<file path="config.mk">
export PLATFORM = sky130hd
export DESIGN_NAME = rcs_sequencer
export DESIGN_NICKNAME = d
export VERILOG_FILES = /design/src/shared/rcs_pkg.sv /design/src/hw/rcs_sequencer.sv
export SDC_FILE = /design/constraint.sdc
export NUM_CORES = 1
export LEC_CHECK = 0
export ABC_AREA = 1
export BUFFER_PORTS_ARGS = -buffer_cell sky130_fd_sc_hd__buf_2
export CAP_MARGIN = 20
export CORE_UTILIZATION = 31
export CTS_CLUSTER_SIZE = 14
export DETAILED_ROUTE_END_ITERATION = 16
export REMOVE_ABC_BUFFERS = 1
export SYNTH_ARGS = -nofsm -noshare
export SYNTH_HDL_FRONTEND = slang
export SYNTH_SLANG_ARGS = --single-unit
</file>
<file path="constraint.sdc">
create_clock -name core_clk -period 3.25 [get_ports core_clk]
set_clock_uncertainty 0.05 [all_clocks]
set_input_delay 0.1625 -clock core_clk [delete_from_list [all_inputs] [get_ports core_clk]]
set_output_delay 0.1625 -clock core_clk [all_outputs]
set_load 0.05 [all_outputs]
</file>
<file path="src/shared/rcs_pkg.sv">
// Purpose: constants for the reader command sequencer (transmit path)
// Assumes: 10 MHz core clock, APB register access
// Notes: offsets are byte addresses of 32-bit words
package rcs_pkg;
  localparam int CLK_NS = 100;
  localparam int BIT_NS = 9400;
  localparam int BIT_CYC = (BIT_NS + CLK_NS - 1) / CLK_NS;
  localparam int POWER_UP_SEQUENCE_CMD_NS = 20000;
  localparam int POWER_UP_SEQUENCE_CMD_CYC = (POWER_UP_SEQUENCE_CMD_NS + CLK_NS - 1) / CLK_NS;
  localparam int RESET_PH_CYC = 4;
  localparam int FIFO_DEPTH = 64;
  // command codes
  localparam logic [5:0] CMD_IDLE = 6'h00;
  localparam logic [5:0] CMD_TRANSMIT = 6'h1A;
  localparam logic [5:0] CMD_POWER_UP = 6'h3F;
  // page 0 register offsets
  localparam logic [7:0] OFS_COMMAND = 8'h00;
  localparam logic [7:0] OFS_FIFO_DATA = 8'h04;
  localparam logic [7:0] OFS_FIFO_LEVEL = 8'h08;
  localparam logic [7:0] OFS_MAIN_STATUS = 8'h0C;
  localparam logic [7:0] OFS_FLAG_CLEAR = 8'h10;
  // page 1 register offsets
  localparam logic [7:0] OFS_REDUNDANCY = 8'h20;
  localparam logic [7:0] OFS_BIT_FRAMING = 8'h24;
  // redundancy_config_reg fields
  localparam int RC_TX_CRC = 0;
  localparam int RC_PARITY = 1;
  localparam int RC_ODD = 2;
  localparam int RC_CRC8 = 3;
  // main_status_reg fields
  localparam int ST_IDLE_FLAG = 3;
  localparam int ST_TX_FLAG = 4;
  localparam int ST_BUSY = 5;
  localparam int ST_EMPTY = 6;
  localparam int ST_FULL = 7;
  // modem_phase_field encodings
  localparam logic [2:0] MP_IDLE = 3'h0;
  localparam logic [2:0] MP_WAIT = 3'h1;
  localparam logic [2:0] MP_SOF = 3'h2;
  localparam logic [2:0] MP_DATA = 3'h3;
  localparam logic [2:0] MP_EOF = 3'h4;
  // nonvolatile values applied in the initialization phase
  localparam logic [3:0] EE_REDUNDANCY = 4'h3;
  localparam logic [2:0] EE_BIT_FRAMING = 3'h0;
  // crc settings, serial lsb-first
  localparam logic [15:0] CRC16_PRESET = 16'h6363;
  localparam logic [15:0] CRC16_POLY = 16'h8408;
  localparam logic [15:0] CRC8_PRESET = 16'h00FF;
  localparam logic [15:0] CRC8_POLY = 16'h00B8;
  typedef enum logic [2:0] {
    RCS_POWER_UP_SEQUENCE_CMD, RCS_IDLE, RCS_ARMED, RCS_SOF, RCS_DATA, RCS_PARITY, RCS_EOF
  } rcs_state_type;
endpackage
</file>
<file path="src/hw/rcs_sequencer.sv">
// Purpose: command sequencer with power-up, idle and transmit commands
// Assumes: inputs synchronous to core_clk; zero-wait APB slave
// Notes: frame is sof bit, data lsb first, parity, crc, eof bit
// Operation
// - power-up sequence command code 3Fh
// - power-up runs after reset, host cannot start
// - reset phase, then load nonvolatile register values
// - power-up completion enters idle command
// - during power-up only page 0 reads
// - idle code 00h cancels running command
// - self-completion returns idle, sets idle flag
// - host idle aborts without idle flag
// - abort leaves fifo contents intact
// - transmit code 1Ah, host-started, fifo to transmitter
// - transmit on empty fifo waits first byte
// - bytes written during transmit are appended
// - empty fifo at byte request ends transmit
// - finished transmission sets transmit-complete flag
// - command overwrite stops transmit next cycle
// - sof, data, eof; phase in status
// - crc and parity follow redundancy settings
// - partial last byte, no parity, count clears
`timescale 1ns/10ps
`default_nettype none
module rcs_sequencer (
  input wire logic core_clk,
  input wire logic rstn,
  input wire logic reset_powerdown_pin,
  input wire logic psel,
  input wire logic penable,
  input wire logic pwrite,
  input wire logic [7:0] paddr,
  input wire logic [31:0] pwdata,
  output logic [31:0] prdata,
  output logic pready,
  output logic pslverr,
  output logic tx_bit,
  output logic tx_active
);
  import rcs_pkg::*;

  // ****************************************
  // bus decode
  // ****************************************
  rcs_state_type state_r;
  logic in_power_up_sequence_cmd;
  logic wr_acc;
  logic rd_acc;
  logic page0;
  logic mapped;
  logic refused;
  assign in_power_up_sequence_cmd = (state_r == RCS_POWER_UP_SEQUENCE_CMD);
  assign wr_acc = psel & penable & pwrite;
  assign rd_acc = psel & penable & ~pwrite;
  assign page0 = (paddr == OFS_COMMAND) | (paddr == OFS_FIFO_DATA) | (paddr == OFS_FIFO_LEVEL) |
                 (paddr == OFS_MAIN_STATUS) | (paddr == OFS_FLAG_CLEAR);
  assign mapped = page0 | (paddr == OFS_REDUNDANCY) | (paddr == OFS_BIT_FRAMING);
  // writes and page 1 reads are refused until the sequence is done
  assign refused = ~mapped | (in_power_up_sequence_cmd & (pwrite | ~page0));
  assign pready = 1'b1;
  assign pslverr = psel & penable & refused;

  logic cmd_wr;
  logic fifo_wr;
  logic cfg_wr;
  logic frm_wr;
  logic clr_wr;
  assign cmd_wr = wr_acc & ~refused & (paddr == OFS_COMMAND);
  assign cfg_wr = wr_acc & ~refused & (paddr == OFS_REDUNDANCY);
  assign frm_wr = wr_acc & ~refused & (paddr == OFS_BIT_FRAMING);
  assign clr_wr = wr_acc & ~refused & (paddr == OFS_FLAG_CLEAR);

  // ****************************************
  // fifo
  // ****************************************
  logic [7:0] fifo_mem [FIFO_DEPTH];
  logic [5:0] wr_idx_r;
  logic [5:0] rd_idx_r;
  logic [6:0] level_r;
  logic fifo_empty;
  logic fifo_full;
  logic fifo_pop;
  assign fifo_empty = (level_r == 7'h00);
  assign fifo_full = (level_r == 7'(FIFO_DEPTH));
  assign fifo_wr = wr_acc & ~refused & (paddr == OFS_FIFO_DATA) & ~fifo_full;

  always_ff @(posedge core_clk)
  begin
    if (fifo_wr)
    begin
      fifo_mem[wr_idx_r] <= pwdata[7:0];
    end
  end

  // an abort never touches the pointers, so queued bytes survive
  always_ff @(posedge core_clk or negedge rstn)
  begin
    if (!rstn)
    begin
      wr_idx_r <= 6'h00;
      rd_idx_r <= 6'h00;
      level_r <= 7'h00;
    end
    else
    begin
      if (fifo_wr)
      begin
        wr_idx_r <= wr_idx_r + 6'h01;
      end
      if (fifo_pop)
      begin
        rd_idx_r <= rd_idx_r + 6'h01;
      end
      level_r <= level_r + {6'h00, fifo_wr} - {6'h00, fifo_pop};
    end
  end

  // ****************************************
  // configuration registers
  // ****************************************
  logic [3:0] redundancy_config_reg;
  logic [2:0] last_byte_bit_count;
  logic load_nv;
  logic tx_done;
  logic [5:0] cmd_r;
  logic idle_completion_flag;
  logic tx_complete_flag;

  always_ff @(posedge core_clk or negedge rstn)
  begin
    if (!rstn)
    begin
      redundancy_config_reg <= 4'h0;
      last_byte_bit_count <= 3'h0;
    end
    else if (load_nv)
    begin
      redundancy_config_reg <= EE_REDUNDANCY;
      last_byte_bit_count <= EE_BIT_FRAMING;
    end
    else
    begin
      if (cfg_wr)
      begin
        redundancy_config_reg <= pwdata[3:0];
      end
      if (tx_done)
      begin
        last_byte_bit_count <= 3'h0;
      end
      else if (frm_wr)
      begin
        last_byte_bit_count <= pwdata[2:0];
      end
    end
  end

  // ****************************************
  // power-up sequence and bit clock
  // ****************************************
  logic pd_pin_r;
  logic pd_fall;
  logic [7:0] power_up_sequence_cmd_cnt_r;
  logic [7:0] bit_cnt_div_r;
  logic bit_tick;
  assign pd_fall = pd_pin_r & ~reset_powerdown_pin;
  assign load_nv = in_power_up_sequence_cmd & (power_up_sequence_cmd_cnt_r == 8'(RESET_PH_CYC));

  always_ff @(posedge core_clk or negedge rstn)
  begin
    if (!rstn)
    begin
      pd_pin_r <= 1'b1;
      power_up_sequence_cmd_cnt_r <= 8'h00;
    end
    else
    begin
      pd_pin_r <= reset_powerdown_pin;
      if (pd_fall)
      begin
        power_up_sequence_cmd_cnt_r <= 8'h00;
      end
      else if (in_power_up_sequence_cmd)
      begin
        power_up_sequence_cmd_cnt_r <= power_up_sequence_cmd_cnt_r + 8'h01;
      end
    end
  end

  always_ff @(posedge core_clk or negedge rstn)
  begin
    if (!rstn)
    begin
      bit_cnt_div_r <= 8'h00;
    end
    else if (state_r == RCS_IDLE || state_r == RCS_ARMED || bit_tick)
    begin
      bit_cnt_div_r <= 8'h00;
    end
    else
    begin
      bit_cnt_div_r <= bit_cnt_div_r + 8'h01;
    end
  end
  assign bit_tick = (bit_cnt_div_r == 8'(BIT_CYC - 1));

  // ****************************************
  // next byte selection
  // ****************************************
  logic [1:0] crc_ph_r;
  logic [15:0] crc_r;
  logic [15:0] crc_step;
  logic nx_eof;
  logic [7:0] nx_byte;
  logic [3:0] nx_len;
  logic [1:0] nx_ph;
  logic nx_partial;
  logic nx_pop;

  always_comb
  begin
    nx_eof = 1'b0;
    nx_byte = 8'h00;
    nx_len = 4'h8;
    nx_ph = crc_ph_r;
    nx_partial = 1'b0;
    nx_pop = 1'b0;
    if (crc_ph_r == 2'h0 && !fifo_empty)
    begin
      nx_pop = 1'b1;
      nx_byte = fifo_mem[rd_idx_r];
      if (level_r == 7'h01 && last_byte_bit_count != 3'h0)
      begin
        nx_len = {1'b0, last_byte_bit_count};
        nx_partial = 1'b1;
      end
    end
    else if (crc_ph_r == 2'h0 && redundancy_config_reg[RC_TX_CRC])
    begin
      // without parity the last data bit folds into the crc on this same tick
      nx_byte = (state_r == RCS_DATA) ? crc_step[7:0] : crc_r[7:0];
      nx_ph = 2'h1;
    end
    else if (crc_ph_r == 2'h1 && !redundancy_config_reg[RC_CRC8])
    begin
      nx_byte = crc_r[15:8];
      nx_ph = 2'h2;
    end
    else
    begin
      nx_eof = 1'b1;
    end
  end

  // ****************************************
  // command state machine and transmitter
  // ****************************************
  logic [7:0] shift_r;
  logic [3:0] bits_left_r;
  logic partial_r;
  logic par_r;
  logic tx_bit_r;
  logic crc_fb;
  logic [15:0] crc_poly;
  logic byte_end;
  assign crc_poly = redundancy_config_reg[RC_CRC8] ? CRC8_POLY : CRC16_POLY;
  assign crc_fb = crc_r[0] ^ shift_r[0];
  assign byte_end = (bits_left_r == 4'h1);
  assign fifo_pop = bit_tick & nx_pop &
                    ((state_r == RCS_SOF) | (state_r == RCS_PARITY) |
                     (state_r == RCS_DATA & byte_end &
                      ~(~partial_r & redundancy_config_reg[RC_PARITY] & crc_ph_r == 2'h0)));
  assign crc_step = (crc_r >> 1) ^ (crc_fb ? crc_poly : 16'h0000);
  assign tx_done = bit_tick & (state_r == RCS_EOF);

  always_ff @(posedge core_clk or negedge rstn)
  begin
    if (!rstn)
    begin
      state_r <= RCS_POWER_UP_SEQUENCE_CMD;
      cmd_r <= CMD_POWER_UP;
      shift_r <= 8'h00;
      bits_left_r <= 4'h0;
      partial_r <= 1'b0;
      par_r <= 1'b0;
      crc_ph_r <= 2'h0;
      crc_r <= 16'h0000;
      tx_bit_r <= 1'b0;
    end
    else if (pd_fall)
    begin
      state_r <= RCS_POWER_UP_SEQUENCE_CMD;
      cmd_r <= CMD_POWER_UP;
      tx_bit_r <= 1'b0;
    end
    else if (in_power_up_sequence_cmd)
    begin
      if (power_up_sequence_cmd_cnt_r == 8'(POWER_UP_SEQUENCE_CMD_CYC - 1))
      begin
        state_r <= RCS_IDLE;
        cmd_r <= CMD_IDLE;
      end
    end
    else if (cmd_wr)
    begin
      // power-up code from the host is not a command, it just idles
      tx_bit_r <= 1'b0;
      if (pwdata[5:0] == CMD_TRANSMIT)
      begin
        state_r <= RCS_ARMED;
        cmd_r <= CMD_TRANSMIT;
      end
      else
      begin
        state_r <= RCS_IDLE;
        cmd_r <= CMD_IDLE;
      end
    end
    else
    begin
      case (state_r)
        RCS_ARMED:
        begin
          if (!fifo_empty)
          begin
            state_r <= RCS_SOF;
            tx_bit_r <= 1'b1;
            crc_ph_r <= 2'h0;
            crc_r <= redundancy_config_reg[RC_CRC8] ? CRC8_PRESET : CRC16_PRESET;
          end
        end
        RCS_SOF, RCS_PARITY, RCS_DATA:
        begin
          if (bit_tick)
          begin
            if (state_r == RCS_DATA && crc_ph_r == 2'h0)
            begin
              crc_r <= crc_step;
            end
            if (state_r == RCS_DATA && !byte_end)
            begin
              tx_bit_r <= shift_r[1];
              shift_r <= {1'b0, shift_r[7:1]};
              bits_left_r <= bits_left_r - 4'h1;
              par_r <= par_r ^ shift_r[0];
            end
            else if (state_r == RCS_DATA && !partial_r && redundancy_config_reg[RC_PARITY])
            begin
              state_r <= RCS_PARITY;
              tx_bit_r <= par_r ^ shift_r[0] ^ redundancy_config_reg[RC_ODD];
            end
            else if (nx_eof)
            begin
              state_r <= RCS_EOF;
              tx_bit_r <= 1'b1;
            end
            else
            begin
              state_r <= RCS_DATA;
              shift_r <= nx_byte;
              tx_bit_r <= nx_byte[0];
              bits_left_r <= nx_len;
              partial_r <= nx_partial;
              crc_ph_r <= nx_ph;
              par_r <= 1'b0;
            end
          end
        end
        RCS_EOF:
        begin
          if (bit_tick)
          begin
            state_r <= RCS_IDLE;
            cmd_r <= CMD_IDLE;
            tx_bit_r <= 1'b0;
          end
        end
        default:
        begin
          tx_bit_r <= 1'b0;
        end
      endcase
    end
  end
  assign tx_bit = tx_bit_r;
  assign tx_active = (state_r == RCS_SOF) | (state_r == RCS_DATA) |
                     (state_r == RCS_PARITY) | (state_r == RCS_EOF);

  // ****************************************
  // completion flags
  // ****************************************
  logic idle_set;
  assign idle_set = tx_done | (in_power_up_sequence_cmd & ~pd_fall & (power_up_sequence_cmd_cnt_r == 8'(POWER_UP_SEQUENCE_CMD_CYC - 1)));

  // set wins over a simultaneous clear
  always_ff @(posedge core_clk or negedge rstn)
  begin
    if (!rstn)
    begin
      idle_completion_flag <= 1'b0;
      tx_complete_flag <= 1'b0;
    end
    else
    begin
      if (idle_set)
      begin
        idle_completion_flag <= 1'b1;
      end
      else if (clr_wr && pwdata[ST_IDLE_FLAG])
      begin
        idle_completion_flag <= 1'b0;
      end
      if (tx_done)
      begin
        tx_complete_flag <= 1'b1;
      end
      else if (clr_wr && pwdata[ST_TX_FLAG])
      begin
        tx_complete_flag <= 1'b0;
      end
    end
  end

  // ****************************************
  // read data
  // ****************************************
  logic [2:0] modem_phase_field;
  logic [7:0] main_status_reg;
  always_comb
  begin
    case (state_r)
      RCS_ARMED: modem_phase_field = MP_WAIT;
      RCS_SOF: modem_phase_field = MP_SOF;
      RCS_DATA, RCS_PARITY: modem_phase_field = MP_DATA;
      RCS_EOF: modem_phase_field = MP_EOF;
      default: modem_phase_field = MP_IDLE;
    endcase
  end
  assign main_status_reg = {fifo_full, fifo_empty, in_power_up_sequence_cmd, tx_complete_flag,
                            idle_completion_flag, modem_phase_field};

  // captured in the setup cycle, shown in the access cycle
  always_ff @(posedge core_clk or negedge rstn)
  begin
    if (!rstn)
    begin
      prdata <= 32'h00000000;
    end
    else if (psel && !penable && !pwrite)
    begin
      prdata <= 32'h00000000;
      if (!(in_power_up_sequence_cmd && !page0))
      begin
        case (paddr)
          OFS_COMMAND: prdata <= {26'h0000000, cmd_r};
          OFS_FIFO_LEVEL: prdata <= {25'h0000000, level_r};
          OFS_MAIN_STATUS: prdata <= {24'h000000, main_status_reg};
          OFS_REDUNDANCY: prdata <= {28'h0000000, redundancy_config_reg};
          OFS_BIT_FRAMING: prdata <= {29'h00000000, last_byte_bit_count};
          default: prdata <= 32'h00000000;
        endcase
      end
    end
  end
endmodule
`default_nettype wire

</file>
Word level (Yosys, flattened, before mapping) --
Memory sizes are Yosys's and may differ from the RTL's. Index checks and enable logic that the tools add are counted.
Storage, ports and cells: register bits after elaboration 119, output and inout bits 36, bits of input ports 46, RAM bits 512, memories kept 1, logic and storage cells 248
Memories:
- fifo_mem | depth 64, width 8, rd ports 1, clocked after memory_dff 0, wr ports 1, line rcs_sequencer.sv:76 | logic [7:0] fifo_mem [FIFO_DEPTH];
Operators by class: bitwise operators 53, muxes and demuxes 83, eq/ne operators 39, add/subtract/negate cells 7, reduce and logical (&&, ||, !) cells 45
Operator list (number):
- 2-to-1 mux 8 bit | 11
- 2-to-1 mux 16 bit | 5
- one-hot mux 8 bit (5 select lines) | 1
- 2-to-1 mux 6 bit | 6
- 2-to-1 mux 3 bit | 11
- one-hot mux 16 bit (2 select lines) | 1
- 2-to-1 mux 4 bit | 7
- 2-to-1 mux 1 bit | 24
- AND 1 bit | 22
- 2-to-1 mux 2 bit | 11
- != test 5 bit, second input constant | 4
- adder 8 x 1 -> 8 bit, second input constant | 2
- == test 8 x 3 -> 1 bit, second input constant | 2
- == test 8 x 4 -> 1 bit, second input constant | 2
- == test 8 x 6 -> 1 bit, second input constant | 2
- != test 2 bit, second input constant | 8
- XOR 15 x 16 -> 16 bit | 1
- 2-to-1 mux 15 bit | 1
- OR 1 bit | 14
- AND reduction 7 bit | 2
- logical AND 1 bit | 13
- NOT 1 bit | 13
- adder 6 x 1 -> 6 bit, second input constant | 2
- != test 4 bit, second input constant | 3
- other kinds (40) | 59

Longest topological paths before layout --
Gate-level depths: netlist of the first run.
depth in word-level cells 15, mapped depth 21

Least setup slack after synthesis of the first run --
Ideal clock, no wire load.
kind reg2reg, start point register level_r[2], end point register level_r[6], buffers on the path 0, cell stages (with the launch flop) 22, arrival 2.912 ns, slack 0.209 ns, path through dfrtp_1 inv_1 ha_1 inv_1 nor2_1 nand2_1 nor3_1 nor2_1 nand3_1 inv_1 ha_1 inv_1 ha_1 fa_1 a21oi_1 nor2_1 nor2_1 nor2_1 nor2_1 nor2_1 nor2_1 xor2_1
On the way: cells in the longest elaborated chain, start to end 7
RTL lines:
- from (decl) | line rcs_sequencer.sv:79 | logic [6:0] level_r;
- from (signal assigned) | line rcs_sequencer.sv:114 | level_r <= level_r + {6'h00, fifo_wr} - {6'h00, fifo_pop};
- zero test 7 bit | line rcs_sequencer.sv:83 | assign fifo_empty = (level_r == 7'h00);
- zero test 1 bit
- logical AND 1 bit | line rcs_sequencer.sv:228 | if (crc_ph_r == 2'h0 && !fifo_empty)
- 2-to-1 mux 1 bit | line rcs_sequencer.sv:228
- AND 1 bit (2 in series) | line rcs_sequencer.sv:269 | assign fifo_pop = bit_tick & nx_pop &
- named net fifo_pop | line rcs_sequencer.sv:82 | logic fifo_pop;
- subtractor 7 x 1 -> 7 bit | line rcs_sequencer.sv:114
The timed path passes the listed nets, and every way through them passes these cells. A chain may end at the register's enable or synchronous reset.

Worst setup path in the final report of the first run --
start point register level_r[3], end point register level_r[6]
The elaborated chain is that of the path after synthesis.

==> results of run 1 <==
==> cells by family (layout without fill, tap and decap cells) <==
logic type,after synthesis,after routing,share of synthesized area (%)
AND/OR/NAND/NOR,859,859,14.13
flip-flops,603,603,68.15
AO/OA/AOI/OAI,504,504,11.12
buffers and inverters,293,446,4.960
XOR/XNOR,21,21,0.7100
adder cells (fa/ha/maj),18,18,0.8983
other,2,25,0.02899
==> worst max-delay path, delay by kind of cell (launching register included) <==
kind	cells	cell delay, ns
buffers and inverters	4	0.22
AO/OA/AOI/OAI	1	0.16
adder cells (fa/ha/maj)	4	0.89
flip-flops	1	0.38
AND/OR/NAND/NOR	11	1.11
XOR/XNOR	1	0.16
==> worst min path at each step <==
stage,from,endpoint,slack [ns],cells past startpoint
4_1_cts,pwdata[7],fifo_mem[31][7]$_DFFE_PP_,0.03,1
3_5_place_dp,reset_powerdown_pin,pd_pin_r$_DFF_PN1_,0.23,1
2_1_floorplan,rstn,bit_cnt_div_r[0]$_DFF_PN0_,-0.18,0
6_report,pwdata[7],fifo_mem[31][7]$_DFFE_PP_,0.06,1
5_1_grt,pwdata[3],fifo_mem[30][3]$_DFFE_PP_,0.03,2
3_3_place_gp,reset_powerdown_pin,pd_pin_r$_DFF_PN1_,0.23,1
==> power by group through the flow <==
stage | registers [mW] | logic [mW] | clock network, mW
after global placement | 8.84 | 1.65 | 0
after global routing | 8.71 | 1.87 | 6.88
after CTS | 8.69 | 1.68 | 6.58
after detailed placement | 8.85 | 1.66 | 0
final | 8.69 | 1.68 | 6.46
after floorplan | 8.84 | 1.04 | 0
==> metal layers <==
layer	share of wire (%)	GRT usage, %	vias up
met5	0	0	-
met4	3.4	5.756	0
met3	5.7	2.207	106
met2	46	24.83	566
met1	45	21.68	8753
li1	-	-	8370
==> area by class of cell <==
| class | instances | area [um^2] |
|---|---|---|
| repair buffers | 191 | 1501 |
| clock inverters | 28 | 284.0 |
| clock buffers | 73 | 1506 |
| fillers | 7959 | 52370 |
| flip-flops and latches | 603 | 17660 |
| multi-input cells | 1427 | 7123 |
| well taps | 1070 | 1339 |
| inverters | 154 | 585.6 |
==> metrics by stage <==
step / worst slack, ns / hold slack (ns) / std cells
global placement: 0.1327 / 0.2291 / 3429
floorplan: -5.084 / -0.1831 / 2184
global route: -0.01426 / 0.03251 / 3546
finish: 0.2009 / 0.05872 / 3546
CTS: 0.004757 / 0.03390 / 3543
detailed placement: 0.04502 / 0.2298 / 3429
==> synthesized netlist by cell type (all sizes together) (4+ instances only) <==
library cell / n / share of area (%)
a21oi: 34 / 0.66
a31oi: 6 / 0.14
buf: 79 / 1.9
clkbuf: 60 / 0.87
dfrtp: 88 / 8.5
edfxtp: 512 / 59
ha: 17 / 0.82
inv: 151 / 2.2
nand2: 285 / 4.2
nand3: 126 / 2.5
nand4: 26 / 0.63
nor2: 384 / 5.8
nor3: 24 / 0.50
nor3b: 4 / 0.16
nor4: 5 / 0.18
o211ai: 41 / 1.2
o21ai: 308 / 6.0
o221ai: 26 / 0.88
o22ai: 73 / 1.8
o31ai: 5 / 0.14
or2: 5 / 0.12
xor2: 20 / 0.68
==> cell usage in the layout, fill, tap and decap left out, types with 5 or more instances in the layout <==
master / n
or2_2: 5
nand2_1: 280
inv_1: 135
xor2_1: 20
o21ai_0: 300
nor2_1: 372
clkbuf_1: 14
clkinv_1: 16
buf_12: 9
nand4_1: 26
nor3_1: 21
o211ai_1: 41
o221ai_1: 26
o31ai_1: 5
nor2_2: 7
conb_1: 25
a31oi_1: 6
o21ai_1: 6
nand3_1: 122
clkbuf_16: 57
dlygate4sd3_1: 13
inv_2: 14
o22ai_1: 73
buf_4: 138
a21oi_1: 33
ha_1: 14
clkinv_2: 6
dfrtp_1: 86
buf_2: 31
edfxtp_1: 512
==> what timing repair did <==
action | 4_1_cts | 5_1_grt
endpoints found under the hold margin | 74 | 0
hold buffers | 13 | 0
endpoints found under the setup margin | 0 | 1
gates resized for setup | 0 | 22
buffers inserted | 0 | 3
==> results.yml, run 1 <==
routing:
  wl_um: 67370
  drtIter0Drc: 1457
  drt_pass1_iterations: 5
  wl_per_cell_um: 19.00
  via_per_inst: 5.018
  vias: 17795
  ant_nets: 0
  drcViolationCount: 0
power_and_ir_drop:
  switching_share_pct: 24.88
  power_density_mw_per_mm2: 561.1
  leakage_nw: 10.85
  p_clk_share_pct: 38.4
  peakVddDrop_uv: 374.1
  combPwrFrac_pct: 10.0
  finalPower_mw: 16.83
  switching_power_mw: 4.187
  seqPwrFrac_pct: 51.6
  p_int_mw: 12.65
setup_path:
  r2r_end: "level_r[6]$_DFF_PN0_"
  path_class: "register to register"
  cp-start-kind: "register"
  r2r_slack_ns: 0.20
  startpoint: "level_r[3]$_DFF_PN0_"
  worstPathRequired_ns: 3.73
  cp_cell_sequence: "inv_2, ha_4, inv_2, nor2_4, nand2_2, nor3_4, nor2_1, nand3_1, inv_2, ha_4, inv_4, ha_4, fa_2, a21oi_2, nor2_2, nor2_1, nor2_1, nor2_1, nor2_1, nor2_1, xor2_1"
  slowest_delay_ns: 0.38
  crit_slowest_cell: "dfrtp_1"
  crit_path_max_fanout: 2
  r2r_start: "level_r[3]$_DFF_PN0_"
  crit_path_end: "level_r[6]$_DFF_PN0_"
  cp-end-kind: "register"
  arrival_ns: 3.53
  r2r_cells: 21
  critPathMostFrequentCell: "nor2_1"
global_route:
  antenna_found_initial: 0
  grt-ovfl-total: 0
  grt_pass1_wl_um: 102800
  grt_usage_pct: 15.63
  grt_max_degree: 93
  grt_pass1_vias: 16645
cells_and_area:
  antenna_cells: 0
  syn_to_final_growth_pct: 15.81
  post-route-util_pct: 36.42
  drive_gt1_share_pct: 12.60
  top_regs: "fifo_mem: 512 flops, crc_r: 16 flops"
  largest_reg_flops: 512
  top_register: "fifo_mem"
  final_nets: 2497
  final_area_mm2: 0.03000
floorplan:
  io_pins: 82
  row_count: 105
  start_util_pct: 31.45
  core_mm2: 0.08237
  die_area_mm2: 0.08473
  die_height_um: 291.1
  dieWidth_um: 291.1
flow_run:
  cap_viol_max_count: 0
synthesis:
  synth_area_mm2: 0.02591
  synth_ff_type: "edfxtp_1"
  yosys_warnings: 0
  yosysUniqueCellTypes: 51
  synthArstFlopShare_pct: 15.09
  avgSynthCellArea_um2: 11.26
  synth-seq-cells: 603
  synth_cells: 2300
  synth_edf_count: 512
  seq_area_frac_synth_pct: 68.15
sta:
  setup-violations-final: 0
  period_needed_ns: 3.049
  finalSetupTns_ns: 0
  finalCritPeriodShare_pct: 93.82
  slew_viol_final: 0
  worst_pin_slew_ns: 0.9189
  timing.fmax_ghz: 0.3280
  hold_violations: 0
  slew_headroom_pct: 38.74
worst_hold_path:
  min_path_type: "input port to register"
status:
  status: "finished, final reports clean"
clock_tree:
  clock_sinks: 603
  cts_buffer_depth: 3
  cts_max_level: 2
  clk_pin_slew_ns: 0.06
  cts_tree: "done"
  root_buffer: "clkbuf_16"
  worstSkewPairLatency_ns: 0.65
  cts_made_buffers: 56
placed_design:
  dp_hpwl_um: 42840
  place.gp.congestion: 0.8717
  io_buffers: 32
  place_area_mm2: 0.02799
Note: power is estimated with default switching activity, not from simulation.
==> inputs of run 2 (changes only) <==
--- a/config.mk
+++ b/config.mk
@@ -6,9 +6,11 @@
 export NUM_CORES = 1
 export LEC_CHECK = 0
 export ABC_AREA = 1
+export ABC_CLOCK_PERIOD_IN_PS = 3250
 export BUFFER_PORTS_ARGS = -buffer_cell sky130_fd_sc_hd__buf_2
 export CAP_MARGIN = 20
-export CORE_UTILIZATION = 31
+export CORE_ASPECT_RATIO = 0.9
+export CORE_UTILIZATION = 27
 export CTS_CLUSTER_SIZE = 14
 export DETAILED_ROUTE_END_ITERATION = 16
 export REMOVE_ABC_BUFFERS = 1
==> run 2 against run 1 <==
The flow now finishes with violations (DRC). Via count fell by 0.45%. Fmax fell by 2.8%. Global-route usage fell by 1.7 points. Routed wire length rose by 0.88%. Register-to-register slack got worse by 0.05 ns. Die area rose by 15%. Total power rose by 3.2%. Cell area rose by 1.0%. Critical path depth fell by 4. First-iteration DRC count rose by 9.4%. Critical endpoint is now fifo_mem[8][4]$_DFFE_PP_. Largest cell class unchanged. Highest routed layer unchanged.
==> results.yml, run 2 (same netlist as run 1, synthesis figures left out) <==
cells_and_area:
  drive_gt1_share_pct: 12.52
  layout_commonest_cell: "edfxtp_1"
  ff_latch_area_mm2: 0.01766
  top_register: "fifo_mem"
  syn_to_final_growth_pct: 16.98
  top_regs: "fifo_mem: 512 flops, crc_r: 16 flops"
  nFillCells: 9455
  final_nets: 2493
  final_cell_mix: "edfxtp_1 (512), nor2_1 (375), o21ai_0 (300)"
  multi_input_area_mm2: 0.007093
  largest_reg_flops: 512
  final_area_mm2: 0.03031
routing:
  drcViolationCount: 20
  drtIter0Drc: 1594
  drt_pass1_iterations: 11
  wl_per_cell_um: 18.22
  wl_um: 67960
  vias: 17715
  ant_nets: 0
  via_per_inst: 4.749
power_and_ir_drop:
  power_density_mw_per_mm2: 573.1
  switching_power_mw: 4.307
  peakVddDrop_uv: 451.8
  seqPwrFrac_pct: 50.0
  p_clk_share_pct: 40.5
  leakage_nw: 10.88
  p_int_mw: 13.06
  switching_share_pct: 24.80
  combPwrFrac_pct: 9.5
setup_path:
  cp_cell_sequence: "dlygate4sd3_1, buf_2, nor3_2, dlygate4sd3_1, inv_2, nor2_2, nor2_1, o21ai_2, nand2_2, inv_2, nand3_4, buf_4, nor2_4, nand3_2, buf_4, nor2_1, buf_4"
  startpoint: "paddr[3]"
  crit_path_max_fanout: 8
  worstPathRequired_ns: 3.50
  arrival_ns: 3.39
  cp-start-kind: "input port"
  r2r_start: "level_r[2]$_DFF_PN0_"
  slowest_delay_ns: 0.60
  critPathMostFrequentCell: "buf_4"
  cp-end-kind: "register"
  crit_slowest_cell: "dlygate4sd3_1"
  path_class: "input port to register"
clock_tree:
  cts_max_level: 2
  clk_pin_slew_ns: 0.06
  cts_setup_buffers: 0
  cts_tree: "done"
  worstSkewPairLatency_ns: 0.67
  cts_made_buffers: 60
  cts_buffer_depth: 3
  root_buffer: "clkbuf_16"
  clock_sinks: 603
floorplan:
  core_mm2: 0.09492
  dieWidth_um: 328.5
  row_count: 107
  io_pins: 82
  die_area_mm2: 0.09720
  die_height_um: 295.9
  start_util_pct: 27.29
sta:
  slew_viol_final: 0
  grt_setup_unrepaired: "true"
  period_needed_ns: 3.136
  setup-violations-final: 0
  worst_pin_slew_ns: 0.8892
  timing.fmax_ghz: 0.3188
  slew_headroom_pct: 40.72
  whs_ns: 0.02313
  finalCritPeriodShare_pct: 96.50
  hold_violations: 0
flow_run:
  cap_viol_max_count: 0
worst_hold_path:
  holdCritStartpoint: "pwdata[1]"
  min_path_type: "input port to register"
global_route:
  grt_usage_pct: 13.92
  grt_pass1_wl_um: 104500
  grt_pass1_vias: 16895
  grt_max_degree: 101
  grt-ovfl-total: 0
  antenna_found_initial: 1
status:
  violations: "DRC"
  status: "finished, violations left"
placed_design:
  place_area_mm2: 0.02816
  dp_hpwl_um: 42480
  io_buffers: 32
  place.gp.congestion: 0.8649
## run 2: timing repair
| item | 4_1_cts | 5_1_grt |
|---|---|---|
| hold buffers | 10 | 0 |
| setup endpoints to repair | 0 | 188 |
| hold endpoints to repair | 87 | 0 |
| resized for setup | 0 | 10 |
## run 2: power groups by stage
stage | sequential [mW] | clock (mW) | combinational, mW
global placement | 8.84 | 0 | 1.60
detailed placement | 8.85 | 0 | 1.63
floorplan | 8.84 | 0 | 1.04
finish | 8.69 | 7.04 | 1.64
CTS | 8.69 | 7.17 | 1.65
global route | 8.71 | 7.46 | 1.84
## run 2: worst paths after layout
kind,endpoint,slack (ns),cells past startpoint
worst max-delay path,fifo_mem[8][4]$_DFFE_PP_,0.11,17
worst min-delay path,last_byte_bit_count[1]$_DFFE_PN0P_,0.02,3
worst max register to register,level_r[6]$_DFF_PN0_,0.15,21
worst min register to register,cmd_r[2]$_DFFE_PN1P_,0.42,2
max in group asynchronous,cmd_r[4]$_DFFE_PN1P_,2.19,3
min in group asynchronous,power_up_sequence_cmd_cnt_r[2]$_DFFE_PN0P_,0.13,2
## run 2: routing by layer
layer	track usage [%]	up-vias	routed length (um)	share of wire, %
met1	19.44	8695	30920	46
met4	5.139	0	2191	3.2
met2	21.50	534	30440	45
li1	-	8375	-	-
met5	0	-	0	0
met3	2.488	111	4399	6.5
## run 2: area by class of cell
class | count | share of cell area (%)
Antenna cell | 1 | 0.008257
Clock inverter | 42 | 1.561
Clock buffer | 67 | 5.041
Multi-Input combinational cell | 1427 | 23.40
Tap cell | 1253 | 5.173
Sequential cell | 603 | 58.28
Timing Repair Buffer | 183 | 4.607
Inverter | 154 | 1.924
## run 2: critical path: cells and delay by family
| kind | cells | cell delay [ns] |
|---|---|---|
| simple gates | 8 | 1.00 |
| buf+inv | 8 | 2.04 |
| compound gates | 1 | 0.18 |
## run 2: through the flow
step	utilization (%)	setup WS [ns]	instances	power [mW]	setup TNS (ns)
finish	31.93	0.1136	3730	17.37	0
global route	31.93	-0.1054	3729	18.01	-0.1146
CTS	31.88	0.008184	3729	17.50	0
detailed placement	29.67	0.03212	3610	10.47	0
global placement	29.67	0.03205	3610	10.45	0
floorplan	-	-5.084	2184	9.879	-57.09
